`src/include/sio_pkg.sv`:
```
// Purpose: shared constants and carriers for the clocked serial port
// Assumes: 32-bit classic Wishbone register access, 40 MHz mclk
// Notes:   all registers use the low byte only; upper bits read zero
package sio_pkg;
	localparam int        ADDR_W       = 5;
	localparam logic [4:0] CTRL_ADDR   = 5'h00;
	localparam logic [4:0] STAT_ADDR   = 5'h04;
	localparam logic [4:0] TXBUF_ADDR  = 5'h08;
	localparam logic [4:0] RXBUF_ADDR  = 5'h0c;

	localparam logic [1:0] MODE_RX     = 2'h1;
	localparam logic [1:0] MODE_TXRX   = 2'h2;

	localparam int        BYTE_BITS    = 8;
	localparam logic [3:0] LAST_BIT    = 4'h7;
	localparam logic [3:0] ALL_BITS    = 4'h8;

	localparam int        MCLK_NS      = 25;
	localparam int        SCLK_HALF_NS = 500;
	// half period of the generated serial clock, least time rounded up
	localparam int        HALF_CYCLES  = (SCLK_HALF_NS + MCLK_NS - 1) / MCLK_NS;

	typedef struct packed {
		logic [1:0] spare;
		logic       extClk;
		logic       msbFirst;
		logic [1:0] mode;
		logic       forceStop;
		logic       start;
	} ctrl_type;

	typedef struct packed {
		logic [1:0] spare;
		logic       rxOver;
		logic       txUnder;
		logic       rxFull;
		logic       txEmpty;
		logic       shiftActive;
		logic       busy;
	} status_type;

	localparam ctrl_type   CTRL_RESET  = 8'h00;
	localparam status_type STAT_RESET  = 8'h04;
	localparam logic [7:0] BUF_RESET   = 8'h00;
endpackage

```
`src/logic/sync_two.sv`:
```
// Purpose: two-flop synchroniser for pin levels
// Assumes: inputs are asynchronous levels
// Notes:   first stage feeds the second stage only
module sync_two #(
	parameter int WIDTH = 2
) (
	input  wire logic             mclk,
	input  wire logic             reset,
	input  wire logic [WIDTH-1:0] d,
	output logic      [WIDTH-1:0] q
);
	logic [WIDTH-1:0] meta;

	always_ff @(posedge mclk)
	begin
		if (reset)
		begin
			meta <= '1;
			q    <= '1;
		end
		else
		begin
			meta <= d;
			q    <= meta;
		end
	end
endmodule

```
`src/logic/bit_shifter.sv`:
```
// Purpose: shared transmit/receive shift register
// Assumes: load and shift never coincide
// Notes:   shifted shows the value after the next shift, for capture
module bit_shifter #(
	parameter int WIDTH = 8
) (
	input  wire logic             mclk,
	input  wire logic             reset,
	input  wire logic             clear,
	input  wire logic             load,
	input  wire logic [WIDTH-1:0] loadData,
	input  wire logic             shift,
	input  wire logic             msbFirst,
	input  wire logic             inBit,
	output logic      [WIDTH-1:0] q,
	output logic      [WIDTH-1:0] shifted,
	output logic                  outBit
);
	if (WIDTH < 2)
	begin : g_check
		$error("bit_shifter needs at least two bits");
	end

	assign shifted = msbFirst ? {q[WIDTH-2:0], inBit} : {inBit, q[WIDTH-1:1]};
	assign outBit  = msbFirst ? q[WIDTH-1] : q[0];

	always_ff @(posedge mclk)
	begin
		if (reset || clear)
			q <= '0;
		else if (load)
			q <= loadData;
		else if (shift)
			q <= shifted;
	end
endmodule

```
`src/logic/sync_serial_txrx.sv`:
```
// Purpose: 8-bit clocked serial port, full-duplex stop and error handling
// Assumes: classic Wishbone slave, one answer per request, mclk 40 MHz
// Notes:   serial clock is made here or sampled from the pin
//
// Notes on behaviour
// - clearing start finishes the current byte, drops busy, holds data out high.
// - force-stop halts at once and resets start, status and both buffers.
// - external clock byte begins without new transmit data: underrun flag sets.
// - first byte after start with no transmit data loaded also sets underrun.
// - after underrun the request still comes only when 8 bits arrived.
// - underrun flag set keeps serial data out high.
// - external clock byte finishing while receive full sets the overrun flag.
// - while overrun, new bits are dropped; receive buffer and shifter kept.
// - after overrun, first read gives buffer, second read gives shifter.
// - clearing overrun after reading also clears receive full.
// - after start clears, reception ends with the current byte; then busy low.
// - while overrun stays, no further interrupt requests.
// - mode 10 is full duplex, mode 01 receive only.
// - shift out on falling, sample on rising, in the chosen bit order.
// - shift active from first to eighth falling edge of each byte.
// - transmit write clears empty, receive read clears full, byte sets full.
//
// Our own choices: the register addresses and the Wishbone interface to the registers.
module sync_serial_txrx #(
	parameter int HALF_CYCLES = sio_pkg::HALF_CYCLES
) (
	input  wire logic                      mclk,
	input  wire logic                      reset,
	input  wire logic                      cyc_i,
	input  wire logic                      stb_i,
	input  wire logic                      we_i,
	input  wire logic [sio_pkg::ADDR_W-1:0] adr_i,
	input  wire logic [3:0]                sel_i,
	input  wire logic [31:0]               dat_i,
	output logic      [31:0]               dat_o,
	output logic                           ack_o,
	input  wire logic                      sclkIn,
	output logic                           sclkOut,
	output logic                           sclkOe_n,
	input  wire logic                      sdiIn,
	output logic                           sdo,
	output logic                           serialIrqRequest
);
	if (HALF_CYCLES < 3 || HALF_CYCLES > 65535)
	begin : g_check
		$error("HALF_CYCLES must cover the two sync stages of data in");
	end

	sio_pkg::ctrl_type   ctrl;
	sio_pkg::status_type stat;
	logic [7:0]  txBuf;
	logic [7:0]  rxBuf;
	logic [7:0]  shq;
	logic [7:0]  shNext;
	logic        shOut;
	logic        busy;
	logic        shiftActive;
	logic        txEmpty;
	logic        rxFull;
	logic        txUnder;
	logic        rxOver;
	logic        rxReadOnce;
	logic [3:0]  fallCnt;
	logic [3:0]  bitCnt;
	logic [15:0] halfCnt;
	logic [1:0]  pinSync;
	logic        sclkLast;

	// bus decode
	logic wbReq;
	logic wbWrite;
	logic ctrlWrite;
	logic txWrite;
	logic rxRead;
	logic forceNow;
	assign wbReq     = cyc_i && stb_i && !ack_o;
	assign wbWrite   = wbReq && we_i && sel_i[0];
	assign ctrlWrite = wbWrite && adr_i == sio_pkg::CTRL_ADDR;
	assign txWrite   = wbWrite && adr_i == sio_pkg::TXBUF_ADDR;
	assign rxRead    = wbReq && !we_i && adr_i == sio_pkg::RXBUF_ADDR;
	assign forceNow  = ctrlWrite && dat_i[1];

	// link side: pin sampling and edge finding
	sync_two #(
		.WIDTH(2)
	) u_sync (
		.mclk (mclk),
		.reset(reset),
		.d    ({sclkIn, sdiIn}),
		.q    (pinSync)
	);

	always_ff @(posedge mclk)
	begin
		if (reset)
			sclkLast <= 1'b1;
		else
			sclkLast <= pinSync[1];
	end

	logic active;
	logic fullDuplex;
	logic inByte;
	logic genRun;
	logic genTick;
	logic fallEv;
	logic riseEv;
	assign fullDuplex = ctrl.mode == sio_pkg::MODE_TXRX;
	assign active     = fullDuplex || ctrl.mode == sio_pkg::MODE_RX;
	assign inByte     = fallCnt != 4'h0;
	// automatic wait: the generated clock pauses high between bytes
	assign genRun  = !ctrl.extClk && active
		&& (inByte || (ctrl.start && !rxFull && !(fullDuplex && txEmpty)));
	assign genTick = genRun && halfCnt == 16'(HALF_CYCLES - 1);
	// edges of the pin are taken only after both sync stages
	assign fallEv  = ctrl.extClk ? (sclkLast && !pinSync[1]) : (genTick && sclkOut);
	assign riseEv  = ctrl.extClk ? (!sclkLast && pinSync[1]) : (genTick && !sclkOut);

	always_ff @(posedge mclk)
	begin
		if (reset || forceNow || !genRun || genTick)
			halfCnt <= 16'h0000;
		else
			halfCnt <= halfCnt + 16'h0001;
	end
	always_ff @(posedge mclk)
	begin
		if (reset || forceNow)
			sclkOut <= 1'b1;
		else if (genTick)
			sclkOut <= !sclkOut;
		else if (!genRun && !inByte)
			sclkOut <= 1'b1;
	end
	always_ff @(posedge mclk)
	begin
		if (reset)
			sclkOe_n <= 1'b1;
		else
			sclkOe_n <= !((!ctrl.extClk) && active);
	end

	// byte sequencing
	logic startByte;
	logic midFall;
	logic riseIn;
	logic byteDone;
	logic underrunNow;
	logic overrunNow;
	assign startByte   = fallEv && !inByte && ctrl.start && active;
	assign midFall     = fallEv && inByte && fallCnt < sio_pkg::ALL_BITS;
	assign riseIn      = riseEv && inByte && bitCnt < fallCnt;
	assign byteDone    = riseIn && bitCnt == sio_pkg::LAST_BIT;
	// in full duplex the internal clock never starts a byte with nothing to send
	assign underrunNow = startByte && fullDuplex && txEmpty && ctrl.extClk;
	assign overrunNow  = byteDone && rxFull && !rxRead && !rxOver && ctrl.extClk;

	bit_shifter #(
		.WIDTH(sio_pkg::BYTE_BITS)
	) u_shift (
		.mclk    (mclk),
		.reset   (reset),
		.clear   (forceNow),
		.load    (startByte && !rxOver),
		.loadData(txBuf),
		.shift   (riseIn && !rxOver),
		.msbFirst(ctrl.msbFirst),
		.inBit   (pinSync[0]),
		.q       (shq),
		.shifted (shNext),
		.outBit  (shOut)
	);

	always_ff @(posedge mclk)
	begin
		if (reset || forceNow)
		begin
			fallCnt     <= 4'h0;
			bitCnt      <= 4'h0;
			shiftActive <= 1'b0;
		end
		else if (startByte)
		begin
			fallCnt     <= 4'h1;
			bitCnt      <= 4'h0;
			shiftActive <= 1'b1;
		end
		else
		begin
			if (midFall)
			begin
				fallCnt <= fallCnt + 4'h1;
				if (fallCnt == sio_pkg::LAST_BIT)
					shiftActive <= 1'b0;
			end
			if (byteDone)
			begin
				fallCnt <= 4'h0;
				bitCnt  <= 4'h0;
			end
			else if (riseIn)
				bitCnt <= bitCnt + 4'h1;
		end
	end

	always_ff @(posedge mclk)
	begin
		if (reset || forceNow)
			busy <= 1'b0;
		else if (startByte)
			busy <= 1'b1;
		else if ((byteDone || !inByte) && !ctrl.start)
			busy <= 1'b0;
	end

	// first bit goes out with the load, the rest on later falling edges
	always_ff @(posedge mclk)
	begin
		if (reset || forceNow)
			sdo <= 1'b1;
		else if (startByte)
			sdo <= !fullDuplex || txEmpty || txUnder
				|| (ctrl.msbFirst ? txBuf[7] : txBuf[0]);
		else if (midFall)
			sdo <= !fullDuplex || txUnder || shOut;
		else if ((byteDone || !inByte) && !ctrl.start)
			sdo <= 1'b1;
	end

	// status flags; a hardware set wins over a clear in the same cycle
	always_ff @(posedge mclk)
	begin
		if (reset || forceNow)
			txEmpty <= 1'b1;
		else if (startByte && fullDuplex)
			txEmpty <= 1'b1;
		else if (txWrite)
			txEmpty <= 1'b0;
	end
	always_ff @(posedge mclk)
	begin
		if (reset || forceNow)
			txUnder <= 1'b0;
		else if (underrunNow)
			txUnder <= 1'b1;
	end
	always_ff @(posedge mclk)
	begin
		if (reset || forceNow)
			rxOver <= 1'b0;
		else if (overrunNow)
			rxOver <= 1'b1;
		else if (rxRead && rxReadOnce)
			rxOver <= 1'b0;
	end
	always_ff @(posedge mclk)
	begin
		if (reset || forceNow)
			rxReadOnce <= 1'b0;
		else if (rxRead && rxOver)
			rxReadOnce <= !rxReadOnce;
	end
	always_ff @(posedge mclk)
	begin
		if (reset || forceNow)
			rxFull <= 1'b0;
		else if (byteDone && !rxOver && !overrunNow)
			rxFull <= 1'b1;
		else if (rxRead && (!rxOver || rxReadOnce))
			rxFull <= 1'b0;
	end
	always_ff @(posedge mclk)
	begin
		if (reset || forceNow)
			serialIrqRequest <= 1'b0;
		else
			serialIrqRequest <= byteDone && !rxOver && !overrunNow;
	end

	// buffers
	always_ff @(posedge mclk)
	begin
		if (reset || forceNow)
			rxBuf <= sio_pkg::BUF_RESET;
		else if (byteDone && !rxOver && !overrunNow)
			rxBuf <= shNext;
	end
	always_ff @(posedge mclk)
	begin
		if (reset || forceNow)
			txBuf <= sio_pkg::BUF_RESET;
		else if (txWrite)
			txBuf <= dat_i[7:0];
	end
	always_ff @(posedge mclk)
	begin
		if (reset)
			ctrl <= sio_pkg::CTRL_RESET;
		else if (ctrlWrite)
		begin
			ctrl          <= dat_i[7:0];
			ctrl.spare    <= 2'h0;
			ctrl.forceStop <= 1'b0;
			// force-stop clears only start; mode and clocking stay as written
			if (forceNow)
				ctrl.start <= 1'b0;
		end
	end

	assign stat = '{spare: 2'h0, rxOver: rxOver, txUnder: txUnder, rxFull: rxFull,
		txEmpty: txEmpty, shiftActive: shiftActive, busy: busy};

	// bus answer: one wait state, ack for one cycle, unmapped reads as zero
	always_ff @(posedge mclk)
	begin
		if (reset)
		begin
			ack_o <= 1'b0;
			dat_o <= 32'h00000000;
		end
		else
		begin
			ack_o <= wbReq;
			dat_o <= 32'h00000000;
			if (wbReq && !we_i)
			begin
				case (adr_i)
					sio_pkg::CTRL_ADDR:  dat_o[7:0] <= ctrl;
					sio_pkg::STAT_ADDR:  dat_o[7:0] <= stat;
					sio_pkg::TXBUF_ADDR: dat_o[7:0] <= txBuf;
					sio_pkg::RXBUF_ADDR: dat_o[7:0] <= (rxOver && rxReadOnce) ? shq : rxBuf;
					default:             dat_o <= 32'h00000000;
				endcase
			end
		end
	end

	idle_high_a: assert property (@(posedge mclk) disable iff (reset)
		$fell(busy) |-> sdo)
		else $error("data out not high after stop");
	force_init_a: assert property (@(posedge mclk) disable iff (reset)
		forceNow |=> (!ctrl.start && stat == sio_pkg::STAT_RESET
			&& rxBuf == 8'h00 && txBuf == 8'h00 && !busy))
		else $error("force-stop left state behind");
	under_start_a: assert property (@(posedge mclk) disable iff (reset)
		(startByte && fullDuplex && txEmpty && ctrl.extClk) |=> txUnder && shiftActive)
		else $error("underrun not raised at shift start");
	under_high_a: assert property (@(posedge mclk) disable iff (reset)
		txUnder && $past(txUnder) |-> sdo)
		else $error("data out moved during underrun");
	irq_full_a: assert property (@(posedge mclk) disable iff (reset)
		serialIrqRequest |-> rxFull && bitCnt == 4'h0 && !rxOver)
		else $error("request without a whole byte");
	over_quiet_a: assert property (@(posedge mclk) disable iff (reset)
		rxOver |-> !serialIrqRequest)
		else $error("request during overrun");
	over_keep_a: assert property (@(posedge mclk) disable iff (reset)
		rxOver && $past(rxOver) && !$past(forceNow) |-> $stable(rxBuf) && $stable(shq))
		else $error("data changed during overrun");
	over_clear_a: assert property (@(posedge mclk) disable iff (reset)
		$fell(rxOver) && !$past(forceNow) |-> !rxFull)
		else $error("receive full left after overrun clear");
	active_span_a: assert property (@(posedge mclk) disable iff (reset)
		shiftActive |-> busy && fallCnt != 4'h0 && fallCnt < 4'h8)
		else $error("shift active outside a byte");
endmodule

```
`config.mk`:
```
export PLATFORM = sky130hd
export DESIGN_NAME = sync_serial_txrx
export DESIGN_NICKNAME = d
export VERILOG_FILES = /design/src/include/sio_pkg.sv /design/src/logic/sync_two.sv /design/src/logic/bit_shifter.sv /design/src/logic/sync_serial_txrx.sv
export SDC_FILE = /design/constraint.sdc
export NUM_CORES = 1
export LEC_CHECK = 0
export BUFFER_PORTS_ARGS = -buffer_cell sky130_fd_sc_hd__clkbuf_2
export CAP_MARGIN = 20
export CORE_ASPECT_RATIO = 0.75
export CORE_MARGIN = 4
export CORE_UTILIZATION = 26
export CTS_CLUSTER_SIZE = 30
export DETAILED_ROUTE_END_ITERATION = 7
export HOLD_SLACK_MARGIN = 0.15
export PLACE_DENSITY = 0.41
export RECOVER_POWER = 100
export SYNTH_ARGS = -nofsm -noshare
export SYNTH_HDL_FRONTEND = slang
export SYNTH_SLANG_ARGS = --single-unit
```
`constraint.sdc`:
```
create_clock -name mclk -period 6.6 [get_ports mclk]
set_input_delay 0.66 -clock mclk [delete_from_list [all_inputs] [get_ports mclk]]
set_output_delay 0.66 -clock mclk [all_outputs]
set_load 0.01 [all_outputs]
```
==> metrics.md <==
| Metric | Value |
|---|---|
| H-tree depth | `3` |
| Clk_lat worst skew | `0.33 ns` |
| Worst ir drop on vdd | `0.000110 V` |
| Via count | `3247` |
| PwrDens | `238 nW/um^2` |
| Comb pwr share | `2.9%` |
| WHS | `0.409 ns` |
| Failing checks | `capacitance limit, slew limit` |
| Synth top area share | `39.2%` |
| Root Buffer | `clkbuf_16` |
| Die width | `151 um` |
| Worst EP required | `6.79 ns` |
| Die ar. | `17400 um^2` |
| Total Wirelength | `10800 um` |
| Max cap viols | `1` |
| DPL Wire Length | `7880 um` |
| FF/Latch Area | `1560 um^2` |
| Setup Skew | `0.00535 ns` |
| Share of post-route cells with drive strength above 1 | `14.1%` |
| Cts repair resizes | `0` |
| Kind of critical path | `in -> reg` |
| DR vias/cell | `4.71` |
| Most common cell after layout, fill and taps aside | `dfxtp_1` |
| Num CTS Buffers | `9` |
| Vias in the first global route | `3162` |
| Design area | `4550 um^2` |
| Net Sw Power | `0.223 mW` |
| Routed Antenna Nets | `0` |
| N_diodes | `0` |
| Multi-input logic area | `2160 um^2` |
| CTS tree | `yes` |
| Initial DRC Count | `213` |
| Leakage | `1.57 nW` |
| Syn Area/Cell | `8.75 um^2` |
| Initial antenna violation count | `0` |
| Global-route wire length before repair | `17500 um` |
| Hold-fix buffers, CTS | `0` |
| Core area | `14700 um^2` |
| Drt wl/cell | `15.6 um` |
| Drc violations | `0` |
| Post-synthesis sequential area ratio | `39.2%` |
| Clk pwr share | `53.4%` |
| Post-Route Setup TNS | `0 ns` |
| Clock-pin slew on the worst setup and hold paths | `0.06 ns` |
| Final setup violation count | `0` |
| Setup Buffers After CTS | `0` |
| Total clock sinks | `78` |
| IO Port Bufs | `33` |
| Site row count | `38` |
| Syn Inst Count | `455` |
| Die H | `115 um` |
| Final Total Pwr | `1.08 mW` |
| Crit Path Max Fanout | `31` |
| Count of cell types in the netlist | `65` |
| Post-Syn Area | `3980 um^2` |
| Slew @ Worst Pin | `2.43 ns` |
| Sw Ratio | `20.6%` |
| Final Hold Viols | `0` |
| Grt total ovfl | `0` |
| Unrepaired setup endpoints after global routing | `no` |
| Largest area contributor in the netlist | `dfxtp_1` |
| Run status | `finished with violations` |
| Asr flop ratio synth | `0%` |
| Ys Warns | `0` |
| Pin count of the biggest net entering global routing | `32` |
| Fmax achieved | `243 MHz` |
| Internal power | `0.860 mW` |
| Number of nets in the layout | `540` |
| EDFF count, synth | `0` |
| CP arrival | `4.31 ns` |
| Starting density of the core | `27.0%` |
| Min-delay worst type | `reg -> reg` |
| Period utilization | `62.4%` |
| Drt pass-1 iters | `4` |
| Most frequent cells in the layout | `dfxtp_1 (78), nor2_1 (45), nand2_1 (43), a21oi_1 (28), nand3_1 (25)` |
| Worst setup SP type | `primary input` |
| #FFs+latches synth | `78` |
| FILL cells | `1610` |
| Minimum clock period | `4.12 ns` |
| Io pins | `85` |
| CTS max path bufs | `2` |
| Worst setup EP type | `flip-flop` |
| DP Area | `4240 um^2` |
| Gr usage total | `13.0%` |
| Slew margin rel. | `-63.3%` |
| Largest cells by area after synthesis | `dfxtp_1 (39%), mux2i_1 (5.8%), buf_4 (4.7%), nor2_1 (4.2%), nand2_1 (4.1%)` |
| Final slew viol count | `10` |
| Top FF cell, synth | `dfxtp_1` |
| Gpl congestion | `0.788` |
| Seq pwr share | `43.7%` |
| Area Overhead vs Synth | `14.3%` |
[power groups by stage]
stage | clock (mW) | combinational [mW] | sequential [mW]
3_5_place_dp | 0 | 0.0320 | 0.484
4_1_cts | 0.597 | 0.0321 | 0.473
3_3_place_gp | 0 | 0.0317 | 0.484
2_1_floorplan | 0 | 0.0300 | 0.483
6_report | 0.579 | 0.0312 | 0.473
5_1_grt | 0.618 | 0.0348 | 0.473
[through the flow]
stage          utilization, %  worst slack [ns]  instances
4_1_cts                  31.1              3.69        688
3_3_place_gp             28.7              3.38        672
3_5_place_dp             28.7              3.34        672
5_1_grt                  30.9              2.23        689
2_1_floorplan               -              3.97        478
6_report                 30.9              2.48        689
[metal layers]
metal | vias up | track usage [%] | share of wire, %
met5 | - | 0 | 0
met4 | 0 | 3.68 | 1.4
met3 | 11 | 3.39 | 5.0
met2 | 69 | 17.8 | 41
met1 | 1527 | 19.7 | 52
li1 | 1640 | - | -
[final timing paths]
path | from | endpoint | slack [ns] | depth (start not counted)
setup / recovery | adr_i[4] | halfCnt[15] | 2.48 | 7
hold / removal | u_sync.meta[0] | u_sync.q[0] | 0.41 | 1
setup reg to reg | ack_o | halfCnt[15] | 2.84 | 6
hold reg to reg | u_sync.meta[0] | u_sync.q[0] | 0.41 | 1
[cell type report]
cell class / instances / area share [%]
multi-input combinational: 343 / 47.5
inverter: 15 / 1.24
clock buffer: 10 / 5.25
sequential: 78 / 34.3
clock inverter: 6 / 2.39
timing repair buffer: 37 / 3.82
tap: 200 / 5.50
[cell usage after synthesis (all sizes together) (5+ instances only)]
cell type / count
a21oi: 29
or2: 7
nand3: 25
o211ai: 10
ha: 8
nor2: 45
and3: 7
mux2: 8
inv: 15
or3: 7
clkbuf: 8
nand2: 43
xnor2: 9
buf: 34
a211oi: 6
xor2: 7
nand4: 14
a22oi: 5
dfxtp: 78
mux2i: 23
nor3: 6
o21ai: 12
[sequential cells by signal (all words and copies together) (netlist names), 2 cells and up]
register and count:
u_sync.q 2, u_shift.q 8, rxBuf 8, dat_o 8, bitCnt 4, ctrl 5, fallCnt 4, halfCnt 16
txBuf 8, u_sync.meta 2
[critical path: stages]
cell	delay, ns
clkbuf_2	0.08
or3_1	0.48
nor4_1	1.95
a21oi_2	0.10
buf_4	0.33
nand4b_1	0.59
nor2_1	0.11
[kinds of logic after synthesis]
kind of cell / after synthesis / share of synthesized area, %
adder cells (fa/ha/maj): 8 / 2.52
flip-flops: 78 / 39.2
other: 1 / 0.0942
buffers and inverters: 57 / 8.46
multiplexers: 31 / 8.05
AO/OA/AOI/OAI: 85 / 14.4
XOR/XNOR: 16 / 3.52
AND/OR/NAND/NOR: 179 / 23.7
(Power assumes the default switching activity.)
